==> src/design/pldli_pkg.sv <==
package pldli_pkg;
   // ==========
   // register map (byte addresses = 4 * index)
   localparam logic [11:0] PLDLI_IDX_CTRL = 12'h000; // register zero
   localparam logic [11:0] PLDLI_IDX_KIND = 12'h03B; // indicator kind, index 59
   localparam logic [11:0] PLDLI_IDX_DELAY = 12'h03C; // lock delay, index 60
   localparam logic [11:0] PLDLI_IDX_STATUS = 12'h06E; // lock status, index 110
   localparam logic [11:0] PLDLI_IDX_NINT = 12'h080; // integer part of feedback
   localparam logic [11:0] PLDLI_IDX_NUM = 12'h081; // fraction numerator
   localparam logic [11:0] PLDLI_IDX_BOT = 12'h082; // fraction bottom
   localparam logic [11:0] PLDLI_IDX_CFG = 12'h083; // order, clock divide, extra divide
   // ==========
   // field positions
   localparam int PLDLI_CTRL_CAL_LAUNCH = 3;
   localparam int PLDLI_CTRL_PIN_SEL = 2;
   localparam int PLDLI_CTRL_MUTE = 9;
   localparam int PLDLI_KIND_BIT = 0;
   localparam int PLDLI_STATUS_LO = 9;
   localparam int PLDLI_CFG_ORDER_LO = 0;
   localparam int PLDLI_CFG_CALDIV_LO = 4;
   localparam int PLDLI_CFG_XDIV_LO = 8;
   localparam int PLDLI_CFG_SYNC = 16;
   localparam int PLDLI_CFG_DOUBLER = 17;
   localparam int PLDLI_CFG_DLYSEL_LO = 20;
   // ==========
   // reset values
   localparam logic [31:0] PLDLI_CTRL_RST = 32'h0000_0000;
   localparam logic [31:0] PLDLI_DELAY_RST = 32'h0000_0000;
   localparam logic [31:0] PLDLI_NINT_RST = 32'h0000_0064;
   localparam logic [31:0] PLDLI_BOT_RST = 32'h0000_0001;
   localparam logic [31:0] PLDLI_CFG_RST = 32'h0000_0100;
   localparam logic [2:0] PLDLI_ORDER_MAX = 3'h4;
   localparam logic [2:0] PLDLI_CALDIV_MAX = 3'h4;
   localparam logic [1:0] PLDLI_RESP_OKAY = 2'h0;
   localparam logic [1:0] PLDLI_RESP_SLVERR = 2'h2;

   // ==========
   // carriers
   typedef struct packed {
      logic [11:0] addr;
      logic [31:0] data;
      logic [3:0] strb;
   } pldli_wr_t;

   typedef struct packed {
      logic [31:0] nint;
      logic [31:0] num;
      logic [31:0] bot;
      logic [2:0] order;
   } pldli_frac_t;
endpackage

==> src/design/pldli_modulator.sv <==
`timescale 1ns/1ps
`default_nettype none
// =====================================================
// error-feedback fractional modulator, order 0..4, one step per detector tick
module pldli_modulator
   import pldli_pkg::*;
(
   input wire logic clk, // system clock
   input wire logic reset, // synchronous, active high
   input wire logic clear, // restart modulator state
   input wire logic step, // one detector cycle
   input wire pldli_pkg::pldli_frac_t frac, // ratio and order
   output logic [31:0] n_out // instantaneous divide value
);
   localparam int ORD = 4;
   logic [32:0] acc [ORD]; // accumulator per stage
   logic [ORD-1:0] carry; // overflow per stage
   logic [ORD-1:0] carry_d; // previous overflows
   logic signed [7:0] corr; // noise-shaping correction

   // cascaded accumulators; an unused stage holds its value, zero after reset or clear
   genvar g;
   generate
      for (g = 0; g < ORD; g++) begin : g_stage
         logic [32:0] in_val;
         logic [32:0] sum;
         assign in_val = (g == 0) ? {1'b0, frac.num} : acc[g > 0 ? g - 1 : 0];
         assign sum = acc[g] + in_val;
         assign carry[g] = (frac.order > 3'(g)) && (sum >= {1'b0, frac.bot});
         always_ff @(posedge clk) begin
            if (reset || clear) begin
               acc[g] <= '0;
               carry_d[g] <= 1'b0;
            end else if (step && frac.order > 3'(g)) begin
               acc[g] <= carry[g] ? sum - {1'b0, frac.bot} : sum;
               carry_d[g] <= carry[g];
            end
         end
      end
   endgenerate

   // simplified differencing of later-stage carries
   always_comb begin
      corr = 8'(carry[0]);
      if (frac.order > 3'h1) corr = corr + 8'(carry[1]) - 8'(carry_d[1]);
      if (frac.order > 3'h2) corr = corr + 8'(carry[2]) - 8'(carry_d[2]);
      if (frac.order > 3'h3) corr = corr + 8'(carry[3]) - 8'(carry_d[3]);
   end

   always_ff @(posedge clk) begin
      if (reset || clear) n_out <= frac.nint;
      else if (step) n_out <= frac.nint + 32'(corr); // order 0 keeps integer [RULE_06]
   end
endmodule // pldli_modulator
`default_nettype wire

==> src/design/pldli_top.sv <==
// Functional notes
// RULE_01: doubler only while doubled reference is at most 400 MHz.
// RULE_02: post divider above one takes at most 250 MHz input.
// RULE_03: state clock is reference over two to the divide field.
// RULE_04: feedback is integer plus numerator over bottom, bottom 1..2^32-1.
// RULE_05: oscillator is detector rate times ratio times extra divide.
// RULE_06: modulator order zero (integer) to four.
// RULE_07: each register zero write resets the modulator.
// RULE_08: software keeps integer above minimum, sets delay select.
// RULE_09: extra divide is one outside sync mode.
// RULE_10: pin select zero gives readback, one gives lock indicator.
// RULE_11: kind zero picks calibration-only, one tuning plus calibration.
// RULE_12: readback pin is always driven.
// RULE_13: lock status readable at register 110 bits 10:9.
// RULE_14: calibration-only low during calibration or delay, else high; the code also holds it low before the first launch.
// RULE_15: delay is 16-bit count of detector cycles.
// RULE_16: calibration-only holds until launch write with valid reference.
// RULE_17: tuning high only when calibrated, timer expired, locked.
// RULE_18: tuning indicator freezes while reference is absent.
// RULE_19: mute enable mutes output while tuning indicator low.
// RULE_20: register zero write with launch bit starts calibration.
// RULE_21: delay counter restarts per calibration, counts after completion.
`timescale 1ns/1ps
`default_nettype none
module pldli_top
   import pldli_pkg::*;
#(
   parameter int DELAY_W = 16, // lock delay width
   parameter int CAL_CYCLES = 64 // state-machine ticks a calibration lasts
) (
   input wire logic clk, // 40 MHz system clock
   input wire logic reset, // synchronous, active high
   input wire logic [13:0] s_axi_awaddr, // write address
   input wire logic s_axi_awvalid, // write address valid
   output logic s_axi_awready, // write address ready
   input wire logic [31:0] s_axi_wdata, // write data
   input wire logic [3:0] s_axi_wstrb, // byte strobes
   input wire logic s_axi_wvalid, // write data valid
   output logic s_axi_wready, // write data ready
   output logic [1:0] s_axi_bresp, // write response
   output logic s_axi_bvalid, // write response valid
   input wire logic s_axi_bready, // write response ready
   input wire logic [13:0] s_axi_araddr, // read address
   input wire logic s_axi_arvalid, // read address valid
   output logic s_axi_arready, // read address ready
   output logic [31:0] s_axi_rdata, // read data
   output logic [1:0] s_axi_rresp, // read response
   output logic s_axi_rvalid, // read data valid
   input wire logic s_axi_rready, // read data ready
   input wire logic ref_tick, // one pulse per reference edge
   input wire logic ref_valid, // reference present
   input wire logic pd_tick, // one pulse per detector cycle
   input wire logic loop_locked, // analog lock comparator
   input wire logic readback_data, // serial readback bit
   output logic multi_function_output_pin, // readback or lock indicator
   output logic multi_function_output_pin_oe, // pin enable
   output logic rf_mute, // mute the output stage
   output logic sm_tick, // divided state-machine clock enable
   output logic [31:0] n_value, // instantaneous feedback divide
   output logic [7:0] sync_extra_divide, // extra divide in sync mode
   output logic reference_doubler, // doubler enable
   output logic [2:0] detector_delay_select // delay select to detector
);
   import pldli_pkg::*;

   // ==========
   // bus slave
   logic [31:0] ctrl_r, kind_r, delay_r, nint_r, num_r, bot_r, cfg_r;
   logic aw_held, w_held;
   logic [11:0] aw_idx;
   logic [31:0] w_data;
   logic [3:0] w_strb;
   logic cal_busy, timer_run, cal_only_ind, tune_ind;
   logic [1:0] lock_status_readback;

   // either channel may arrive first; each is held until both are present
   assign s_axi_awready = !aw_held && !s_axi_bvalid;
   assign s_axi_wready = !w_held && !s_axi_bvalid;
   assign s_axi_arready = !s_axi_rvalid;

   logic aw_fire, w_fire, wr_go;
   pldli_wr_t wr;
   assign aw_fire = s_axi_awvalid && s_axi_awready;
   assign w_fire = s_axi_wvalid && s_axi_wready;
   assign wr_go = (aw_held || aw_fire) && (w_held || w_fire);
   assign wr.addr = aw_held ? aw_idx : s_axi_awaddr[13:2];
   assign wr.data = w_held ? w_data : s_axi_wdata;
   assign wr.strb = w_held ? w_strb : s_axi_wstrb;

   logic wr_known;
   assign wr_known = wr.addr inside {PLDLI_IDX_CTRL, PLDLI_IDX_KIND, PLDLI_IDX_DELAY,
      PLDLI_IDX_STATUS, PLDLI_IDX_NINT, PLDLI_IDX_NUM, PLDLI_IDX_BOT, PLDLI_IDX_CFG};

   // byte-lane merge for the addressed register
   function automatic logic [31:0] merge(input logic [31:0] old, input pldli_wr_t w);
      logic [31:0] res;
      res = old;
      for (int b = 0; b < 4; b++) begin
         if (w.strb[b]) res[b*8 +: 8] = w.data[b*8 +: 8];
      end
      return res;
   endfunction

   always_ff @(posedge clk) begin
      if (reset) begin
         aw_held <= 1'b0;
         w_held <= 1'b0;
         aw_idx <= '0;
         w_data <= '0;
         w_strb <= '0;
         s_axi_bvalid <= 1'b0;
         s_axi_bresp <= PLDLI_RESP_OKAY;
      end else begin
         if (wr_go) begin
            aw_held <= 1'b0;
            w_held <= 1'b0;
            s_axi_bvalid <= 1'b1;
            s_axi_bresp <= wr_known ? PLDLI_RESP_OKAY : PLDLI_RESP_SLVERR;
         end else begin
            if (aw_fire) begin
               aw_held <= 1'b1;
               aw_idx <= s_axi_awaddr[13:2];
            end
            if (w_fire) begin
               w_held <= 1'b1;
               w_data <= s_axi_wdata;
               w_strb <= s_axi_wstrb;
            end
            if (s_axi_bvalid && s_axi_bready) s_axi_bvalid <= 1'b0;
         end
      end
   end

   // register writes; status register is read only
   logic ctrl_wr;
   assign ctrl_wr = wr_go && wr.addr == PLDLI_IDX_CTRL;
   always_ff @(posedge clk) begin
      if (reset) begin
         ctrl_r <= PLDLI_CTRL_RST;
         kind_r <= '0;
         delay_r <= PLDLI_DELAY_RST;
         nint_r <= PLDLI_NINT_RST;
         num_r <= '0;
         bot_r <= PLDLI_BOT_RST;
         cfg_r <= PLDLI_CFG_RST;
      end else if (wr_go) begin
         case (wr.addr)
            PLDLI_IDX_CTRL: ctrl_r <= merge(ctrl_r, wr);
            PLDLI_IDX_KIND: kind_r <= merge(kind_r, wr) & 32'h0000_0001;
            PLDLI_IDX_DELAY: delay_r <= merge(delay_r, wr) & 32'h0000_FFFF; // [RULE_15]
            PLDLI_IDX_NINT: nint_r <= merge(nint_r, wr);
            PLDLI_IDX_NUM: num_r <= merge(num_r, wr);
            PLDLI_IDX_BOT: bot_r <= merge(bot_r, wr);
            PLDLI_IDX_CFG: cfg_r <= merge(cfg_r, wr);
            default: ;
         endcase
      end
   end

   // read mux
   logic [11:0] rd_idx;
   logic [31:0] rd_val;
   logic rd_known;
   assign rd_idx = s_axi_araddr[13:2];
   always_comb begin
      rd_known = 1'b1;
      case (rd_idx)
         PLDLI_IDX_CTRL: rd_val = ctrl_r;
         PLDLI_IDX_KIND: rd_val = kind_r;
         PLDLI_IDX_DELAY: rd_val = delay_r;
         PLDLI_IDX_STATUS: rd_val = 32'(lock_status_readback) << PLDLI_STATUS_LO; // [RULE_13]
         PLDLI_IDX_NINT: rd_val = nint_r;
         PLDLI_IDX_NUM: rd_val = num_r;
         PLDLI_IDX_BOT: rd_val = bot_r;
         PLDLI_IDX_CFG: rd_val = cfg_r;
         default: begin
            rd_val = '0;
            rd_known = 1'b0;
         end
      endcase
   end

   always_ff @(posedge clk) begin
      if (reset) begin
         s_axi_rvalid <= 1'b0;
         s_axi_rdata <= '0;
         s_axi_rresp <= PLDLI_RESP_OKAY;
      end else if (s_axi_arvalid && s_axi_arready) begin
         s_axi_rvalid <= 1'b1;
         s_axi_rdata <= rd_val;
         s_axi_rresp <= rd_known ? PLDLI_RESP_OKAY : PLDLI_RESP_SLVERR;
      end else if (s_axi_rvalid && s_axi_rready) begin
         s_axi_rvalid <= 1'b0;
      end
   end

   // ==========
   // configuration fields
   logic [2:0] order_f, caldiv_f;
   logic sync_mode;
   assign order_f = cfg_r[PLDLI_CFG_ORDER_LO +: 3] > PLDLI_ORDER_MAX ? PLDLI_ORDER_MAX
                    : cfg_r[PLDLI_CFG_ORDER_LO +: 3]; // [RULE_06]
   assign caldiv_f = cfg_r[PLDLI_CFG_CALDIV_LO +: 3] > PLDLI_CALDIV_MAX ? PLDLI_CALDIV_MAX
                     : cfg_r[PLDLI_CFG_CALDIV_LO +: 3];
   assign sync_mode = cfg_r[PLDLI_CFG_SYNC];
   // doubler and delay select are passed on; limits are software's job [RULE_01] [RULE_08]
   assign reference_doubler = cfg_r[PLDLI_CFG_DOUBLER];
   assign detector_delay_select = cfg_r[PLDLI_CFG_DLYSEL_LO +: 3];

   // extra divide forced to one outside sync mode; zero reads as one
   always_ff @(posedge clk) begin
      if (reset) sync_extra_divide <= 8'h01;
      else if (!sync_mode || cfg_r[PLDLI_CFG_XDIV_LO +: 8] == 8'h00)
         sync_extra_divide <= 8'h01; // [RULE_09] [RULE_05]
      else sync_extra_divide <= cfg_r[PLDLI_CFG_XDIV_LO +: 8];
   end

   // ==========
   // state-machine clock divider: reference / 2^caldiv
   logic [15:0] ref_cnt;
   logic [15:0] div_mask;
   assign div_mask = 16'((32'h1 << caldiv_f) - 32'h1);
   assign sm_tick = ref_tick && ((ref_cnt & div_mask) == 16'h0000); // [RULE_03]
   always_ff @(posedge clk) begin
      if (reset) ref_cnt <= '0;
      else if (ref_tick) ref_cnt <= ref_cnt + 16'h0001;
   end

   // ==========
   // fractional feedback
   pldli_frac_t frac;
   assign frac.nint = nint_r;
   assign frac.num = num_r;
   assign frac.bot = (bot_r == 32'h0) ? PLDLI_BOT_RST : bot_r; // [RULE_04]
   assign frac.order = order_f;

   pldli_modulator u_mod (
      .clk(clk),
      .reset(reset),
      .clear(ctrl_wr), // [RULE_07]
      .step(pd_tick),
      .frac(frac),
      .n_out(n_value) // [RULE_05]
   );

   // ==========
   // calibration sequencer and lock delay timer
   typedef enum logic [1:0] {PLDLI_IDLE, PLDLI_CAL, PLDLI_WAIT, PLDLI_DONE} pldli_state_t;
   pldli_state_t state, next_state;
   logic [15:0] cal_cnt;
   logic [DELAY_W-1:0] dly_cnt;
   logic [31:0] ctrl_new;
   logic launch;
   assign ctrl_new = merge(ctrl_r, wr);
   assign launch = ctrl_wr && ctrl_new[PLDLI_CTRL_CAL_LAUNCH] && ref_valid; // [RULE_20] [RULE_16]

   always_comb begin
      next_state = state;
      case (state)
         PLDLI_IDLE: ;
         PLDLI_CAL: if (sm_tick && cal_cnt == 16'(CAL_CYCLES - 1)) next_state = PLDLI_WAIT;
         PLDLI_WAIT: if (dly_cnt >= delay_r[DELAY_W-1:0]) next_state = PLDLI_DONE; // [RULE_15]
         PLDLI_DONE: ;
         default: next_state = PLDLI_IDLE;
      endcase
      if (launch) next_state = PLDLI_CAL;
   end

   always_ff @(posedge clk) begin
      if (reset) state <= PLDLI_IDLE;
      else state <= next_state;
   end

   // calibration tick count, restarted by each launch
   always_ff @(posedge clk) begin
      if (reset || launch) cal_cnt <= '0;
      else if (state == PLDLI_CAL && sm_tick) cal_cnt <= cal_cnt + 16'h0001;
   end

   // timer counts detector cycles only once calibration has ended
   always_ff @(posedge clk) begin
      if (reset || launch) dly_cnt <= '0; // [RULE_21]
      else if (state == PLDLI_WAIT && pd_tick) dly_cnt <= dly_cnt + 1'b1; // [RULE_21]
   end

   assign cal_busy = state == PLDLI_CAL;
   assign timer_run = state == PLDLI_WAIT;

   // ==========
   // indicators; cal-only changes only with the sequencer, so it holds [RULE_16]
   assign cal_only_ind = !(cal_busy || timer_run) && state != PLDLI_IDLE; // [RULE_14]
   always_ff @(posedge clk) begin
      if (reset) tune_ind <= 1'b0;
      else if (ref_valid) tune_ind <= state == PLDLI_DONE && loop_locked; // [RULE_17] [RULE_18]
   end
   assign lock_status_readback = {tune_ind, cal_only_ind};

   // pin function select; always driven in both functions
   logic pin_next;
   assign pin_next = !ctrl_r[PLDLI_CTRL_PIN_SEL] ? readback_data // [RULE_10]
                     : (kind_r[PLDLI_KIND_BIT] ? tune_ind : cal_only_ind); // [RULE_11]
   assign multi_function_output_pin_oe = 1'b1; // [RULE_12]
   always_ff @(posedge clk) begin
      if (reset) begin
         multi_function_output_pin <= 1'b0;
         rf_mute <= 1'b0;
      end else begin
         multi_function_output_pin <= pin_next;
         rf_mute <= ctrl_r[PLDLI_CTRL_MUTE] && !tune_ind; // [RULE_19]
      end
   end
endmodule // pldli_top
`default_nettype wire

==> config.mk <==
export PLATFORM = sky130hd
export DESIGN_NAME = pldli_top
export DESIGN_NICKNAME = d
export VERILOG_FILES = /design/src/design/pldli_pkg.sv /design/src/design/pldli_modulator.sv /design/src/design/pldli_top.sv
export SDC_FILE = /design/constraint.sdc
export NUM_CORES = 2
export LEC_CHECK = 0
export ABC_AREA = 1
export ABC_CLOCK_PERIOD_IN_PS = 11600
export BUFFER_PORTS_ARGS = -buffer_cell sky130_fd_sc_hd__buf_4
export CORE_MARGIN = 10
export CORE_UTILIZATION = 23
export DETAILED_ROUTE_END_ITERATION = 6
export GPL_ROUTABILITY_DRIVEN = 0
export SLEW_MARGIN = 20
export SYNTH_ARGS = -nofsm -noshare
export SYNTH_HDL_FRONTEND = slang
export SYNTH_HIERARCHICAL = 1
export SYNTH_SLANG_ARGS = --single-unit
==> constraint.sdc <==
create_clock -name clk -period 11.6 [get_ports clk]
set_input_delay 1.16 -clock clk [delete_from_list [all_inputs] [get_ports clk]]
set_output_delay 1.16 -clock clk [all_outputs]
set_load 0.01 [all_outputs]
Word level (Yosys, flattened, before mapping)

Memories as Yosys holds them, arrays and structs flattened.
Cells that the tools add are included.
Widths: inputs -> output; s select.

Add/subtract/negate cells: 19
$mul: 0
Div/mod/pow operators: 0
Order comparisons: 11
Equal/unequal tests: 22
Shifts and indexed selects: 1
Multiplexer cells: 48
Bitwise logic cells: 6
Reduce and logical (&&, ||, !) cells: 83

Operator list:

| cell                  | number |
|---|---|
| $mux 33               | 8 |
| $pmux 32 s8           | 1 |
| $ge 33x32->1          | 4 |
| $sub 33x32->33        | 4 |
| $mux 32               | 4 |
| $add 33x33->33        | 3 |
| $eq 12x8->1 const B   | 8 |
| $reduce_and 3->1      | 25 |
| $add 16x1->16 const B | 3 |
| $eq 12x6->1 const B   | 4 |
| $add 33x32->33        | 1 |
| $add 32x32->32        | 1 |
| $logic_not 32->1      | 1 |
| $logic_and 1x1->1     | 26 |
| $eq 12x7->1 const B   | 2 |
| $logic_not 12->1      | 2 |
| $mux 8                | 3 |
| $sub 8x1->8           | 3 |
| $mux 1                | 22 |
| $add 8x1->8           | 2 |
| $and 16x16->16        | 1 |
| $eq 16x6->1 const B   | 1 |
| $ge 16x16->1          | 1 |
| $logic_not 16->1      | 1 |
| other kinds (26)      | 59 |

Register bits after elaboration: 361
Latch bits: 0
Memory bits (writable): 132
Memory bits (read-only): 0
Bits of input ports: 76
Output and inout bits: 89
Logic and storage cells: 238
Memories kept: 1

Memory list:

| memory    | words | bits a word | read ports | clocked after Yosys merged registers in | write ports | line                  | RTL |
|---|---|---|---|---|---|---|---|
| u_mod.acc | 4     | 33          | 4          | 0                                       | 4           | pldli_modulator.sv:16 | `logic [32:0] acc [ORD];` |

Depth between registers and ports, before layout

Depth after elaboration: 16
Mapped depth: 63
Gate-level depth less buffers: 62

Modules after synthesis

The synthesis kept the hierarchy.

Modules (own cells, without submodules):

| module          | times used | cells each | area an instance (um^2) | seq. area each (um^2) |
|---|---|---|---|---|
| pldli_modulator | 1          | 3852       | 24956.4                 | 4984.8 |
| pldli_top       | 1          | 2196       | 15328.5                 | 6486.2 |

Least setup slack after synthesis

No wires, ideal clock.

Path kind: register -> register
Start point: memory u_mod.acc[1][0]
End point: register u_mod.n_out[18], data pin
Library setup time: 0.254 ns
Arrival: 8.136 ns
Required time: 11.346 ns
Path slack: 3.211 ns
Cell stages (with the launch flop): 57
Buffers on the path: 1
Period minus slack after synthesis: 8.389 ns
Cell sequence: edfxtp_1 -> ha_1 -> fa_1 -> nand3_1 -> nand2_1 -> a21oi_1 -> inv_1 -> nand2_1 -> nand2_1 -> xor2_1 -> ha_1 -> nand2_1 -> nor2_1 -> inv_1 -> nor3_2 -> nand2_1 -> nand2_1 -> nand3_1 -> [... 21 more ...] -> ha_1 -> a21oi_1 -> nand2_1 -> nand2_1 -> nand2_1 -> nand2_1 -> nand2_1 -> inv_1 -> ha_1 -> a21oi_1 -> nor2_1 -> o21ai_0 -> nand2_1 -> a21oi_1 -> o21ai_0 -> or2_2 -> nand3_1 -> nand2_1

RTL lines:

| what                 | line                  | RTL |
|---|---|---|
| start, declared      | pldli_modulator.sv:16 |  |
| end signal, assigned | pldli_modulator.sv:51 | `if (reset \|\| clear) n_out <= frac.nint;` |
| end signal, assigned | pldli_modulator.sv:52 | `else if (step) n_out <= frac.nint + 32'(corr);` |
| end, declared        | pldli_modulator.sv:13 | `output logic [31:0] n_out` |

==> impl_results.md <==
* Clk slew on worst S/H paths at 60 ps
* Final net count at 6546
* Relative slew slack at 22.3%
* Port Buffers at 157
* CP Max Fanout at 31
* Final period util at 87.4%
* Worst setup EP type: register
* Clock Tree Buf Depth at 3
* Worst hold margin at 446 ps
* Footprint of the multi-input gates at 0.0253 mm2
* Worst-case reg-to-reg path depth at 54
* Rows at 153
* Fin crit period at 10140 ps
* Final hold violations at 0
* Setup TNS at 0 ps
* Vias in the first global route at 38200
* FILL cells at 19300
* Core area at 0.174 mm2
* Cell area power density at 109 mW/mm2
* Via/cell ratio at 4.78
* Remaining global-route overflow at 0
* Clock Root Buffer: clkbuf_16
* IO Pins at 165
* Cells after Synth at 6048
* Slowest CP cell: edfxtp_1
* Max Clock Skew at 59.3 ps
* Hold Path Stages at 2
* Avg Cell Area, Syn at 6.66 um2
* H-tree levels at 2
* Largest area contributor in the netlist: dfxtp_1
* EDFF count, synth at 164
* 1st-iter DRT viols at 3850
* DR WL/cell at 17.6 um
* Vias at 40700
* CTS tree: yes
* Cts repair resizes at 0
* Inst Count DP at 8393
* Post-CTS setup buffers at 0
* Final cell count without fillers at 8518
* Synth top area share at 16.2%
* Worst EP required at 11990 ps
* Most frequent cell after synthesis: nand2_1
* CP Data Arrival Time at 10530 ps
* Critical path's most frequent cell: nand2_1
* Outcome: finished, final reports clean
* Register area share after synthesis at 28.5%
* Max Cap Violations at 0
* Largest net degree at the start of global routing at 117
* Worst setup path class: reg2reg
* CP max stage delay at 520 ps
* Synth Flop Type: dfxtp_1
* Synth area leaders: dfxtp_1, nand2_1, edfxtp_1, ha_1, nor2_1
* Pins Over Slew Limit at 0
* Synth Cell Area at 0.0403 mm2
* Hold buffer count at cts at 0
* Area Growth Syn to Fin at 14.2%
* Final ANT Viol Nets at 0
* Die area at 0.192 mm2
* Die H at 439 um
* Post-synth top cells: nand2_1, nor2_1, inv_1, a21oi_1, o21ai_0
* Asr flop ratio synth at 0%
* Fmax at 98.6 MHz
* Unrepaired setup endpoints after global routing: false
* Clk_lat worst skew at 710 ps
* Register Area at 0.0115 mm2
* Final HPWL DP at 119000 um
* # setup viols final at 0
* YS warnings at 6
* Starting density of the core at 23.2%
* Post-route DRC at 0
* Netlist cell types at 63
* Seq cells post-synth at 491
* Fraction of layout cells with a size suffix above 1 at 7.33%
* DIE WIDTH at 439 um
* Clk sink count at 491
* Routed WL at 150000 um
* Final Util at 26.4%
* First-pass GRT wire length at 225000 um
* DRT Pass-1 Iters at 6
* Total CTS buffers at 61
* Hold Crit Class: reg2reg
* Initial antenna violation count at 5
* P_leak at 0.0202 uW
* Startpoint Class: register
* Total Routing Usage GR at 14.9%
* Peak supply drop at 119 uV
* Worst-Margin Slew at 1160 ps
==> cells by family (layout without fill, tap and decap cells) <==
| group | Yosys count | after routing | share of synthesized area, % |
|---|---|---|---|
| simple gates | 2796 | 2796 | 29.4 |
| compound gates | 1276 | 1276 | 16.9 |
| buf+inv | 889 | 1022 | 8.86 |
| flops | 491 | 491 | 28.5 |
| fa+ha+maj | 338 | 338 | 10.7 |
| xor+xnor | 252 | 252 | 5.48 |
| mux | 4 | 4 | 0.0994 |
| other cells | 2 | 14 | 0.0186 |
==> routing by layer <==
metal	vias to the layer above	GRT usage (%)	share of wire [%]
met5	-	0	0.031
met2	1481	23.7	44
met3	337	3.81	8.8
li1	20100	-	-
met1	18700	18.2	41
met4	6	8.52	6.2
==> power by group <==
| group | total (uW) | internal, uW | switching, uW | leakage (uW) |
|---|---|---|---|---|
| clock | 2050 | 1230 | 824 | 0.00106 |
| sequential | 1870 | 1830 | 46.3 | 0.00436 |
| combinational | 1100 | 363 | 739 | 0.0148 |
==> cells in the final DEF, fill, tap and decap left out, types with 63 or more instances in the layout <==
cell type  instances
a21oi_1          576
buf_4            181
clkbuf_16         63
dfxtp_1          327
edfxtp_1         164
ha_1             326
inv_1            693
nand2_1         1432
nand3_1          286
nor2_1           770
nor3_1            73
o21ai_0          486
xnor2_1           71
xor2_1           181
==> cell type report <==
type / instances / area share, %
Clock inverter: 24 / 0.740
Antenna cell: 9 / 0.0490
Clock buffer: 91 / 3.98
Tap cell: 2325 / 6.33
Timing Repair Buffer: 182 / 3.01
Multi-Input combinational cell: 4671 / 55.0
Inverter: 725 / 5.95
Sequential cell: 491 / 24.9
==> critical path, delay by kind of cell (launching register included) <==
| kind | cells | cell delay [ps] |
|---|---|---|
| AO/OA/AOI/OAI | 6 | 1120 |
| adder cells (fa/ha/maj) | 11 | 3530 |
| buffers and inverters | 10 | 1340 |
| XOR/XNOR | 1 | 210 |
| flip-flops | 1 | 520 |
| AND/OR/NAND/NOR | 26 | 3100 |
==> flip-flops by register name (all words and copies together) (netlist names), 32 cells and up <==
signal       flops
bot_r           32
cfg_r           32
ctrl_r          32
nint_r          32
num_r           32
s_axi_rdata     32
u_mod/acc      132
u_mod/n_out     32
w_data          32
==> metrics by stage <==
stage | setup slack, ps | area (um2) | power (uW)
detailed placement | 1670 | 43700 | 2990
global route | 726 | 46000 | 5280
CTS | 1580 | 45900 | 5060
finish | 1460 | 46000 | 5030
global placement | 1710 | 43700 | 2980
floorplan | 3210 | 40300 | 2670
==> worst paths after layout <==
| check | startpoint | endpoint | slack (ps) |
|---|---|---|---|
| max | u_mod/acc[1][0] | u_mod/n_out[29] | 1460 |
| min | cfg_r[25] | cfg_r[25] | 450 |
| max reg2reg | u_mod/acc[1][0] | u_mod/n_out[29] | 1460 |
| min reg2reg | cfg_r[25] | cfg_r[25] | 450 |
Power figures use the tool's default switching activity.
